==> src/rtl/rcpw_pkg.sv <==
// Package: constants, register map and carriers for reset cause and periodic wake
// Functional notes
// - Low supply with detect and irq enabled, reset disabled, sets flag and interrupts.
// - Periodic timer ticks from 1 kHz reference or 32 kHz divided by 32.
// - Clock-select bit in periodic control register picks the tick source.
// - The 1 kHz reference stays usable in run, wait and stop; 32 kHz is gated in stop.
// - 32 kHz runs in stop only if detect and stop-enable set before stop.
// - Three-bit rate field selects seven periods or turns the timer off.
// - Periodic register has read-only flag and write-only acknowledge bit.
// - Periodic irq enable bit masks the periodic interrupt when clear.
// - Rate field all zero disables timer; no interrupts are produced.
// - Debug forced reset command clears every cause bit.
// - Any write to cause register clears watchdog, contents unchanged.
// - Power-on reset sets cause bits 7 and 1, clears the rest.
// - Low-supply reset with reset enable sets cause bit 1 only.
// - Other resets set active pin/watchdog/opcode/address bits, clear others.
// - Bit 6 set when active-low reset pin caused the reset.
// - Bit 5 records watchdog reset; none while watchdog enable is 0.
// - Bit 4 records illegal opcode, disallowed stop or disallowed debug halt.
// - Bit 3 records access to an unimplemented address.
package rcpw_pkg;
  // ----------------------------------------
  // Register byte addresses
  // ----------------------------------------
  localparam logic [4:0] ADDR_CAUSE = 5'h00;
  localparam logic [4:0] ADDR_POWER = 5'h04;
  localparam logic [4:0] ADDR_PWAKE = 5'h08;
  localparam logic [4:0] ADDR_IRQ_STATUS = 5'h0c;
  localparam logic [4:0] ADDR_IRQ_MASK = 5'h10;
  // ----------------------------------------
  // Cause bit positions
  // ----------------------------------------
  localparam int CAUSE_POWER_ON = 7;
  localparam int CAUSE_PIN = 6;
  localparam int CAUSE_WATCHDOG = 5;
  localparam int CAUSE_OPCODE = 4;
  localparam int CAUSE_ADDRESS = 3;
  localparam int CAUSE_LOW_SUPPLY = 1;
  localparam logic [7:0] CAUSE_AT_POWER_ON = 8'h82;
  localparam logic [7:0] CAUSE_AT_LOW_SUPPLY = 8'h02;
  localparam logic [7:0] CAUSE_NONE = 8'h00;
  // ----------------------------------------
  // Field positions shared by both control registers
  // ----------------------------------------
  localparam int FLAG_BIT = 7;
  localparam int ACK_BIT = 6;
  // ----------------------------------------
  // Interrupt status bits
  // ----------------------------------------
  localparam int IRQ_LOW_SUPPLY = 0;
  localparam int IRQ_PERIODIC = 1;
  // ----------------------------------------
  // Periodic timer
  // ----------------------------------------
  localparam logic [4:0] DIV32_LAST = 5'h1f;
  localparam logic [2:0] RATE_OFF = 3'h0;
  localparam logic [10:0] PERIOD_LAST_R1 = 11'h007;
  localparam logic [10:0] PERIOD_LAST_R2 = 11'h01f;
  localparam logic [10:0] PERIOD_LAST_R3 = 11'h03f;
  localparam logic [10:0] PERIOD_LAST_R4 = 11'h07f;
  localparam logic [10:0] PERIOD_LAST_R5 = 11'h0ff;
  localparam logic [10:0] PERIOD_LAST_R6 = 11'h1ff;
  localparam logic [10:0] PERIOD_LAST_R7 = 11'h3ff;
  // ----------------------------------------
  // Carriers
  // ----------------------------------------
  typedef struct packed {
    logic irq_enable;
    logic reset_enable;
    logic stop_enable;
    logic detect_enable;
  } rcpw_power_t;
  typedef struct packed {
    logic clock_select;
    logic irq_enable;
    logic [2:0] rate;
  } rcpw_pwake_t;
  localparam rcpw_power_t POWER_RESET = '{1'b0, 1'b1, 1'b0, 1'b1};
  localparam rcpw_pwake_t PWAKE_RESET = '{1'b0, 1'b0, 3'h0};
endpackage

==> src/rtl/rcpw_top.sv <==
// Reset cause register, low-supply interrupt path and periodic wake timer
//
// Implementation choices: the Avalon-MM slave port and the register addresses.
`timescale 1ns/1ps
`default_nettype none
module rcpw_top (
  input wire logic sys_clk,
  input wire logic rst_n,
  input wire logic [4:0] avs_address,
  input wire logic avs_read,
  input wire logic avs_write,
  input wire logic [31:0] avs_writedata,
  input wire logic [3:0] avs_byteenable,
  output logic [31:0] avs_readdata,
  output logic avs_waitrequest,
  output logic irq,
  input wire logic pin_reset_n,
  input wire logic supply_low,
  input wire logic ref_1khz,
  input wire logic ref_32khz,
  input wire logic reset_pin_enable,
  input wire logic watchdog_enable,
  input wire logic watchdog_timeout,
  input wire logic bad_opcode,
  input wire logic stop_instr,
  input wire logic stop_allow,
  input wire logic debug_halt_instr,
  input wire logic debug_halt_allow,
  input wire logic bad_address,
  input wire logic debug_forced_reset_cmd,
  input wire logic stop_mode,
  output logic system_reset,
  output logic watchdog_clear,
  output logic lowsupply_flag
);
  // ----------------------------------------
  // Input synchronisers
  // ----------------------------------------
  localparam int NSYNC = 4;
  // The reset pin idles high; clearing its stages would fake a pin reset at release
  localparam logic [NSYNC-1:0] SYNC_IDLE = 4'h1;
  logic [NSYNC-1:0] async_in;
  logic [NSYNC-1:0] sync_a;
  logic [NSYNC-1:0] sync_b;
  logic [NSYNC-1:0] sync_c;
  assign async_in = {ref_32khz, ref_1khz, supply_low, pin_reset_n};
  genvar gi;
  generate
    for (gi = 0; gi < NSYNC; gi++) begin : g_sync
      always_ff @(posedge sys_clk) begin
        if (!rst_n) begin
          sync_a[gi] <= SYNC_IDLE[gi];
          sync_b[gi] <= SYNC_IDLE[gi];
          sync_c[gi] <= SYNC_IDLE[gi];
        end else begin
          sync_a[gi] <= async_in[gi];
          sync_b[gi] <= sync_a[gi];
          sync_c[gi] <= sync_b[gi];
        end
      end
    end
  endgenerate
  wire pin_low = ~sync_b[0];
  wire supply_is_low = sync_b[1];
  wire rise_1k = sync_b[2] & ~sync_c[2];
  wire rise_32k = sync_b[3] & ~sync_c[3];

  // ----------------------------------------
  // Bus slave: one wait state on every access
  // ----------------------------------------
  logic served;
  wire req = avs_read | avs_write;
  assign avs_waitrequest = req & ~served;
  wire lane0 = avs_byteenable[0];
  wire do_wr = avs_write & served & lane0;
  wire do_rd = avs_read & served;
  wire hit_cause = avs_address == rcpw_pkg::ADDR_CAUSE;
  wire hit_power = avs_address == rcpw_pkg::ADDR_POWER;
  wire hit_pwake = avs_address == rcpw_pkg::ADDR_PWAKE;
  wire hit_istat = avs_address == rcpw_pkg::ADDR_IRQ_STATUS;
  wire hit_imask = avs_address == rcpw_pkg::ADDR_IRQ_MASK;
  wire wr_power = do_wr & hit_power;
  wire wr_pwake = do_wr & hit_pwake;
  wire wr_imask = do_wr & hit_imask;
  wire rd_istat = do_rd & hit_istat;

  // ----------------------------------------
  // Registers
  // ----------------------------------------
  logic [7:0] cause;
  rcpw_pkg::rcpw_power_t power;
  rcpw_pkg::rcpw_pwake_t pwake;
  logic pwake_flag;
  logic [1:0] irq_status;
  logic [1:0] irq_mask;
  logic [7:0] next_readdata;

  always_ff @(posedge sys_clk) begin
    if (!rst_n) begin
      served <= 1'b0;
      avs_readdata <= 32'h0000_0000;
    end else begin
      served <= req & ~served;
      avs_readdata <= {24'h00_0000, next_readdata};
    end
  end

  // Acknowledge bits are write-only and read back as zero
  wire [7:0] power_rd = {lowsupply_flag, 1'b0, power, 2'b00};
  wire [7:0] pwake_rd = {pwake_flag, 1'b0, pwake.clock_select, pwake.irq_enable,
                         1'b0, pwake.rate};
  assign next_readdata = hit_cause ? cause :
                         hit_power ? power_rd :
                         hit_pwake ? pwake_rd :
                         hit_istat ? {6'h00, irq_status} :
                         hit_imask ? {6'h00, irq_mask} : 8'h00;

  always_ff @(posedge sys_clk) begin
    if (!rst_n) begin
      power <= rcpw_pkg::POWER_RESET;
      pwake <= rcpw_pkg::PWAKE_RESET;
      irq_mask <= 2'b00;
    end else begin
      if (wr_power) begin
        power <= avs_writedata[5:2];
      end
      if (wr_pwake) begin
        pwake <= {avs_writedata[5:4], avs_writedata[2:0]};
      end
      if (wr_imask) begin
        irq_mask <= avs_writedata[1:0];
      end
    end
  end

  // ----------------------------------------
  // Watchdog clear on any write to the cause address
  // ----------------------------------------
  // Byte lanes do not matter here: the act of writing is what counts
  always_ff @(posedge sys_clk) begin
    if (!rst_n) begin
      watchdog_clear <= 1'b0;
    end else begin
      watchdog_clear <= avs_write & served & hit_cause;
    end
  end

  // ----------------------------------------
  // Reset cause capture
  // ----------------------------------------
  // rst_n is the power-on reset; other system resets are requested from here
  // and the cause register survives them.
  wire supply_reset = power.detect_enable & power.reset_enable & supply_is_low;
  wire src_pin = reset_pin_enable & pin_low;
  wire src_wdog = watchdog_enable & watchdog_timeout;
  wire src_opcode = bad_opcode | (stop_instr & ~stop_allow)
                    | (debug_halt_instr & ~debug_halt_allow);
  wire src_addr = bad_address;
  wire other_reset = src_pin | src_wdog | src_opcode | src_addr;
  logic [7:0] other_cause;
  always_comb begin
    other_cause = rcpw_pkg::CAUSE_NONE;
    other_cause[rcpw_pkg::CAUSE_PIN] = src_pin;
    other_cause[rcpw_pkg::CAUSE_WATCHDOG] = src_wdog;
    other_cause[rcpw_pkg::CAUSE_OPCODE] = src_opcode;
    other_cause[rcpw_pkg::CAUSE_ADDRESS] = src_addr;
  end
  wire any_reset = debug_forced_reset_cmd | supply_reset | other_reset;
  logic reset_hold;

  always_ff @(posedge sys_clk) begin
    if (!rst_n) begin
      cause <= rcpw_pkg::CAUSE_AT_POWER_ON;
      reset_hold <= 1'b0;
      system_reset <= 1'b0;
    end else begin
      // Latch only at reset entry; a source held active is not re-counted
      reset_hold <= any_reset;
      system_reset <= any_reset;
      if (any_reset & ~reset_hold) begin
        if (debug_forced_reset_cmd) begin
          cause <= rcpw_pkg::CAUSE_NONE;
        end else if (supply_reset) begin
          cause <= rcpw_pkg::CAUSE_AT_LOW_SUPPLY;
        end else begin
          cause <= other_cause;
        end
      end
    end
  end

  // ----------------------------------------
  // Low-supply interrupt path
  // ----------------------------------------
  wire supply_irq_cond = power.detect_enable & power.irq_enable & ~power.reset_enable
                         & supply_is_low;
  wire supply_event = supply_irq_cond & ~lowsupply_flag;
  wire supply_ack = wr_power & avs_writedata[rcpw_pkg::ACK_BIT];
  always_ff @(posedge sys_clk) begin
    if (!rst_n) begin
      lowsupply_flag <= 1'b0;
    end else if (supply_irq_cond) begin
      lowsupply_flag <= 1'b1;
    end else if (supply_ack) begin
      lowsupply_flag <= 1'b0;
    end
  end

  // ----------------------------------------
  // Periodic wake tick source
  // ----------------------------------------
  // The 32 kHz permission is frozen at stop entry; changing the bits while
  // stopped has no effect until the next stop.
  logic stop_d;
  logic keep_32k;
  logic [4:0] div32;
  always_ff @(posedge sys_clk) begin
    if (!rst_n) begin
      stop_d <= 1'b0;
      keep_32k <= 1'b0;
    end else begin
      stop_d <= stop_mode;
      if (stop_mode & ~stop_d) begin
        keep_32k <= power.detect_enable & power.stop_enable;
      end
    end
  end
  wire run_32k = ~stop_mode | keep_32k;
  wire tick_32k = run_32k & rise_32k;
  wire div_wrap = tick_32k & (div32 == rcpw_pkg::DIV32_LAST);
  always_ff @(posedge sys_clk) begin
    if (!rst_n) begin
      div32 <= 5'h00;
    end else if (tick_32k) begin
      div32 <= div32 + 5'h01;
    end
  end
  wire tick = pwake.clock_select ? div_wrap : rise_1k;

  // ----------------------------------------
  // Periodic wake counter
  // ----------------------------------------
  logic [10:0] period_last;
  always_comb begin
    unique case (pwake.rate)
      3'h1: period_last = rcpw_pkg::PERIOD_LAST_R1;
      3'h2: period_last = rcpw_pkg::PERIOD_LAST_R2;
      3'h3: period_last = rcpw_pkg::PERIOD_LAST_R3;
      3'h4: period_last = rcpw_pkg::PERIOD_LAST_R4;
      3'h5: period_last = rcpw_pkg::PERIOD_LAST_R5;
      3'h6: period_last = rcpw_pkg::PERIOD_LAST_R6;
      3'h7: period_last = rcpw_pkg::PERIOD_LAST_R7;
      3'h0: period_last = rcpw_pkg::PERIOD_LAST_R7; // Unused: counter held off
    endcase
  end
  wire timer_on = pwake.rate != rcpw_pkg::RATE_OFF;
  logic [10:0] pcount;
  wire period_done = timer_on & tick & (pcount >= period_last);
  always_ff @(posedge sys_clk) begin
    if (!rst_n) begin
      pcount <= 11'h000;
    end else if (!timer_on | wr_pwake | period_done) begin
      pcount <= 11'h000;
    end else if (tick) begin
      pcount <= pcount + 11'h001;
    end
  end
  wire pwake_ack = wr_pwake & avs_writedata[rcpw_pkg::ACK_BIT];
  always_ff @(posedge sys_clk) begin
    if (!rst_n) begin
      pwake_flag <= 1'b0;
    end else if (period_done) begin
      pwake_flag <= 1'b1;
    end else if (pwake_ack) begin
      pwake_flag <= 1'b0;
    end
  end
  wire pwake_event = period_done & pwake.irq_enable;

  // ----------------------------------------
  // Interrupt status, mask and output
  // ----------------------------------------
  logic [1:0] events;
  assign events[rcpw_pkg::IRQ_LOW_SUPPLY] = supply_event;
  assign events[rcpw_pkg::IRQ_PERIODIC] = pwake_event;
  always_ff @(posedge sys_clk) begin
    if (!rst_n) begin
      irq_status <= 2'b00;
    end else begin
      // A new event in the clearing read's cycle stays set
      irq_status <= (rd_istat ? 2'b00 : irq_status) | events;
    end
  end
  assign irq = |(irq_status & irq_mask);
endmodule // rcpw_top
`default_nettype wire

==> config.mk <==
export PLATFORM = sky130hd
export DESIGN_NAME = rcpw_top
export DESIGN_NICKNAME = d
export VERILOG_FILES = /design/src/rtl/rcpw_pkg.sv /design/src/rtl/rcpw_top.sv
export SDC_FILE = /design/constraint.sdc
export NUM_CORES = 1
export LEC_CHECK = 0
export ABC_AREA = 1
export BUFFER_PORTS_ARGS = -buffer_cell sky130_fd_sc_hd__clkbuf_2
export CAP_MARGIN = 20
export CORE_ASPECT_RATIO = 1.75
export CORE_MARGIN = 8
export CORE_UTILIZATION = 30
export CTS_CLUSTER_DIAMETER = 40
export DETAILED_ROUTE_END_ITERATION = 6
export GPL_TIMING_DRIVEN = 0
export PLACE_DENSITY = 0.59
export SLEW_MARGIN = 0
export SYNTH_ARGS = -nofsm -noshare
export SYNTH_HDL_FRONTEND = slang
export SYNTH_SLANG_ARGS = --single-unit
==> constraint.sdc <==
create_clock -name sys_clk -period 1.7 [get_ports sys_clk]
set_input_delay 0.17 -clock sys_clk [delete_from_list [all_inputs] [get_ports sys_clk]]
set_output_delay 0.17 -clock sys_clk [all_outputs]
set_load 0.02 [all_outputs]
==> flow_summary.toml, run 1 <==
[yosys]
synth_flop_cell = "dfxtp_1"
synth-seq-cells = 66
yosysSeqAreaShare_pct = 41.1
yosysWarnings = 0
synth_cell_types = 36
synth-async-reset-ratio_pct = 0
synthesis.area_um2 = 3210
synth_edf_count = 0
synth_area_per_cell_um2 = 7.37
syn_inst = 436

[worst_setup_path]
critPathCaptureType = "flip-flop"
cp_max_fo = 5
reg2reg_slack_ns = 0.08
arrival_ns = 1.83
path_cells = "ha_4 -> inv_2 -> nor2_4 -> ha_4 -> nand2_2 -> inv_2 -> nand3_4 -> a21oi_4 -> nand2_2 -> nand2_4 -> buf_6 -> a21oi_1"
crit_type = "flip-flop to flip-flop"
reg2reg_from = "div32[0]"
critPathMaxStageDelay_ns = 0.36
start_kind = "flip-flop"
setup.worst_path.start = "div32[0]"
critical_path.slowest_cell = "dfxtp_4"
required_ns = 1.92

[floorplanning]
coreArea_um2 = 10600
dieArea_um2 = 14400
fp.dieH_um = 153
die_width_um = 94.2
initial_utilization_pct = 30.4
io_pins = 97
rows = 50

[clocking]
clkLatencyLatePin_ns = 0.33
cts_buffers = 9
cts_tree = "built"
cts.path.max_buffers = 2
h-tree-depth = 3
cts.sink_count = 66
clock_tree.root_cell = "clkbuf_16"
clkTransAtPathRegs_ns = 0.05

[finish]
fill_cells = 1092
antenna_cells = 0
ff_latch_area_um2 = 1330
layout_commonest_cell = "nand2_1"
multi_input_area_um2 = 1600
instances_no_fill = 658
fin_nets = 596
areaGrowthSynthToFinish_pct = 29.2
final_cell_mix = "87 x nand2_1, 62 x inv_1, 60 x dfxtp_1, 45 x nor2_1, 44 x clkbuf_2"
drive_above_1_share_pct = 26.9
fin_util_pct = 39.3

[timing]
final_max_slew_viol_count = 0
tightest_slew_ns = 0.525
fin_ws_ns = 0.0836
grt_setup_unrepaired = "true"
period_minus_slack_ns = 1.62
clock.fmax_ghz = 0.619
setup_violations = 0
hold_viol = 0
slew_headroom_pct = 65.0
fin_crit_sh_pct = 95.1
fin_skew_ns = 0.00873

[placement]
numPortBuffers = 44
place_ws_ns = -0.261
routabilityCongestion = 0.788
dpl.hpwl_um = 6110
place_inst = 633

[global_route]
grt_max_degree = 13
grt_overflow = 0
grt_pass1_vias = 2765
antenna_found_initial = 0
grt_pass1_wl_um = 12600
track_usage_pct = 11.1

[detailed_routing]
wl_per_cell_um = 12.0
drc = 0
num_vias = 2904
drt-pass1-iter-count = 4
drt-initial-drc-count = 99
drt-total-wl_um = 7930
vias_per_cell = 4.41
ant_nets = 0

[power]
swShare_pct = 24.0
clockPowerShare_pct = 49.1
power_frac_comb_pct = 7.9
powerDensity_nw_per_um2 = 894
cell_internal_pwr_mw = 2.82
switching_power_uw = 890
leakage_nw = 2.09
power.share.sequential_pct = 43.0
peakVddDrop_v = 0.000703

[hold_path]
hp-start = "ref_1khz"
min_path_type = "primary input to flip-flop"

[outcome]
status = "completed"

[job]
drv_cap = 0
[through the flow]
stage,cell area [um^2],total power [mW],TNS (ns),hold WS (ns)
after floorplan,3300,1.82,0,0.268
after global placement,3680,1.90,-2.41,0.360
after detailed placement,3680,1.90,-2.69,0.356
after CTS,4070,3.73,0,0.0101
after global routing,4150,3.84,-0.0500,0.0164
final,4150,3.71,0,0.0182
[critical path: cells and delay by family, from the launching register on]
kind	cells	cell delay [ns]
buffers and inverters	3	0.22
DFF	1	0.36
and+or+nand+nor	5	0.43
AOI/OAI and AO/OA	2	0.21
adders and majority gates	2	0.27
[metal layers]
| layer | track usage, % | up-vias | wire [um] |
|---|---|---|---|
| met1 | 10.5 | 1327 | 2880 |
| met5 | 0 | - | 0 |
| met3 | 3.78 | 11 | 495 |
| li1 | - | 1502 | - |
| met2 | 20.3 | 64 | 4380 |
| met4 | 4.71 | 0 | 165 |
[what timing repair did]
action	4_1_cts	5_1_grt
buffers inserted	4	3
pin swaps	7	6
endpoints found under the setup margin	13	16
gates resized for setup	16	15
cloned	1	1
hold buffers	0	0
[Yosys cell counts, drive strengths merged, types with 2 or more instances]
cell type  number  share of area, %
inv            68               7.9
nand2          98                12
o211ai          2              0.47
ha             13               5.1
or2             7               1.4
nor3            8               1.4
o21ai          20               3.2
dfxtp          66                41
nand4           7               1.8
nand3          25               4.6
xor2            4               1.1
nand3b          2              0.47
buf            27               6.3
a21oi          28               4.4
nor2           51               7.1
clkbuf          3              0.35
[path summary, 6_finish.rpt]
path              cells after the start       endpoint
hold / removal                        3      sync_a[2]
hold reg to reg                       2  supply_is_low
setup reg to reg                     12      pcount[5]
setup / recovery                     12      pcount[5]
[final cells by class]
class	count	area share (%)
buffer	30	5.27
clock buffer	9	5.42
clock inverter	7	1.66
inverter	69	6.27
multi-input combinational	294	38.4
sequential	66	32.1
tap	130	3.92
timing repair buffer	53	6.96
[logic make-up (layout without fill, tap and decap cells)]
logic type | count (synthesis) | count (layout) | share of synthesized area, %
DFF | 66 | 66 | 41.1
buffers and inverters | 99 | 168 | 14.8
and+or+nand+nor | 198 | 198 | 28.6
adders and majority gates | 13 | 13 | 5.06
xor gates and xnor gates | 4 | 4 | 1.09
AOI/OAI and AO/OA | 55 | 55 | 9.19
other | 1 | 24 | 0.117
[registers in the layout, summed over array words and instances (netlist names), 4 cells and up]
name          flops
avs_readdata      8
cause             6
div32             5
pcount           11
period_last       6
power             4
pwake             5
sync_a            4
[power groups by stage]
| stage | clock network (mW) | logic (mW) | registers (mW) |
|---|---|---|---|
| 4_1_cts | 1.85 | 0.286 | 1.60 |
| 6_report | 1.82 | 0.294 | 1.60 |
| 3_5_place_dp | 0 | 0.277 | 1.63 |
| 2_1_floorplan | 0 | 0.195 | 1.63 |
| 3_3_place_gp | 0 | 0.273 | 1.63 |
| 5_1_grt | 1.92 | 0.326 | 1.60 |
No activity file was read; power rests on OpenSTA's default activity.
==> run 2: changes to the inputs <==
- CAP_MARGIN: 20 -> unset
- CORE_ASPECT_RATIO: 1.75 -> unset
- PLACE_DENSITY: 0.59 -> unset
==> run 2 against run 1 <==
Net effect: clock-buffer cell count increased by 4; wire length decreased by 7.1%; non-clock buffer count increased by 2; sequential power about the same; clock power decreased by 25%; fmax increased by 0.48%; global-route usage decreased by 0.39 points; critical path depth decreased by 1; total power decreased by 13%; register-to-register slack about the same; clock skew decreased by 0.00071 ns; highest routed layer unchanged.
==> flow_summary.toml, run 2 (same netlist as run 1, synthesis figures left out) <==
[detailed_routing]
drc = 0
drt-pass1-iter-count = 5
wl_per_cell_um = 11.1
num_vias = 2813
ant_nets = 0
drt-total-wl_um = 7370
vias_per_cell = 4.23
drt-initial-drc-count = 117

[finish]
regMostFlops = "pcount"
largest_reg_flops = 11
antenna_cells = 0
top_regs = "pcount x11, avs_readdata x8"
areaGrowthSynthToFinish_pct = 26.9
final_cell_mix = "87 x nand2_1, 62 x inv_1, 60 x dfxtp_1, 45 x nor2_1, 44 x clkbuf_2"
fill_cells = 1093
fin_util_pct = 39.3
layout_commonest_cell = "nand2_1"
drive_above_1_share_pct = 27.0
design_area_um2 = 4080
fin_nets = 598

[placement]
postPlaceCellArea_um2 = 3690
place_ws_ns = -0.126
dpl.hpwl_um = 5810
routabilityCongestion = 0.879
numPortBuffers = 44

[worst_setup_path]
ff2ff_path_depth = 11
cp_max_fo = 5
setup.worst_path.start = "div32[1]"
required_ns = 1.97
start_kind = "flip-flop"
reg2reg_from = "div32[1]"
reg2reg_slack_ns = 0.09
critPathCaptureType = "flip-flop"
arrival_ns = 1.88
crit_end = "pcount[2]"
crit_type = "flip-flop to flip-flop"
r2r_end = "pcount[2]"

[timing]
fin_skew_ns = 0.00803
fin_crit_sh_pct = 94.6
period_minus_slack_ns = 1.61
slew_headroom_pct = 64.9
fin_ws_ns = 0.0912
clock.fmax_ghz = 0.622
final_max_slew_viol_count = 0
hold_viol = 0
setup_violations = 0
tightest_slew_ns = 0.527
grt_setup_unrepaired = "true"

[global_route]
antenna_found_initial = 0
grt_pass1_vias = 2762
track_usage_pct = 10.7
grt_pass1_wl_um = 12500
grt_overflow = 0
grt_max_degree = 11

[floorplanning]
die_width_um = 120
rows = 37
fp.dieH_um = 120
initial_utilization_pct = 31.0
coreArea_um2 = 10400
io_pins = 97
dieArea_um2 = 14300

[power]
cell_internal_pwr_mw = 2.48
power.share.sequential_pct = 49.1
power_frac_comb_pct = 9.0
switching_power_uw = 767
leakage_nw = 2.06
clockPowerShare_pct = 41.9
powerDensity_nw_per_um2 = 796
swShare_pct = 23.6
peakVddDrop_v = 0.000518

[clocking]
cts_buffers = 9
h-tree-depth = 3
cts_tree = "built"
clkTransAtPathRegs_ns = 0.07
cts.sink_count = 66
clkLatencyLatePin_ns = 0.34
cts.path.max_buffers = 2
clock_tree.root_cell = "clkbuf_8"

[job]
drv_cap = 0

[hold_path]
hold_path_depth = 3
min_path_type = "primary input to flip-flop"

[outcome]
status = "completed"
==> run 2: cell types whose count changed in the layout (fill, tap and decap cells not counted), moves of 2 or more <==
cell        change
a21oi_1         -2
a21oi_2         +2
clkbuf_16       -9
clkbuf_8       +12
clkinv_2        -2
clkinvlp_4      -2
==> run 2: layout make-up <==
| type | instances | area (um^2) | share of cell area (%) |
|---|---|---|---|
| plain buffers | 30 | 219 | 5.37 |
| clock buffers | 13 | 169 | 4.14 |
| clock inverters | 2 | 35.0 | 0.859 |
| inverters | 69 | 260 | 6.38 |
| multi-input cells | 294 | 1590 | 39.0 |
| flip-flops and latches | 66 | 1330 | 32.6 |
| well taps | 136 | 170 | 4.17 |
| repair buffers | 55 | 307 | 7.52 |
==> run 2: worst min-delay path by stage <==
stage / startpoint / to / slack [ns]
floorplan: stop_mode / stop_d / 0.27
global route: ref_32khz / sync_a[3] / 0.0005
detailed placement: ref_1khz / sync_a[2] / 0.36
finish: ref_32khz / sync_a[3] / 0.02
CTS: pin_reset_n / sync_a[0] / 0.002
global placement: supply_low / sync_a[1] / 0.35
==> run 2: stage by stage <==
step | hold slack, ns | cells | TNS (ns) | power [mW]
floorplan | 0.268 | 459 | 0 | 1.82
global placement | 0.355 | 639 | -1.04 | 1.90
detailed placement | 0.357 | 639 | -1.24 | 1.90
CTS | 0.00193 | 662 | 0 | 3.27
global route | 0.000476 | 665 | -0.00177 | 3.40
finish | 0.0160 | 665 | 0 | 3.25
==> run 2: timing repair <==
action	CTS	global route
hold buffers	1	0
gates resized for setup	12	20
endpoints found under the setup margin	11	17
gates cloned	1	1
buffers inserted	6	2
pin swaps	3	9
endpoints found under the hold margin	1	0
==> run 2: routing by layer <==
layer	share of wire, %	vias up	GRT usage, %
met5	0	-	0
met4	1.6	0	4.45
met3	4.1	13	2.95
met2	51	53	18.7
met1	43	1251	11.9
li1	-	1496	-
==> run 2: power groups by stage <==
stage | Combinational, mW | Sequential, mW | Clock (mW)
floorplan | 0.195 | 1.63 | 0
global placement | 0.272 | 1.63 | 0
detailed placement | 0.277 | 1.63 | 0
CTS | 0.287 | 1.59 | 1.39
global route | 0.326 | 1.60 | 1.48
finish | 0.292 | 1.59 | 1.36
==> run 2: critical path, cell delays in order (launching register included) <==
cell and delay [ns]:
dfxtp_2 0.35, ha_4 0.14, inv_2 0.03, nor2_2 0.07, ha_2 0.17, nand2_2 0.05
inv_2 0.06, nand3_4 0.11, nand2_4 0.13, nand2_2 0.07, or2_4 0.23, a21oi_2 0.13
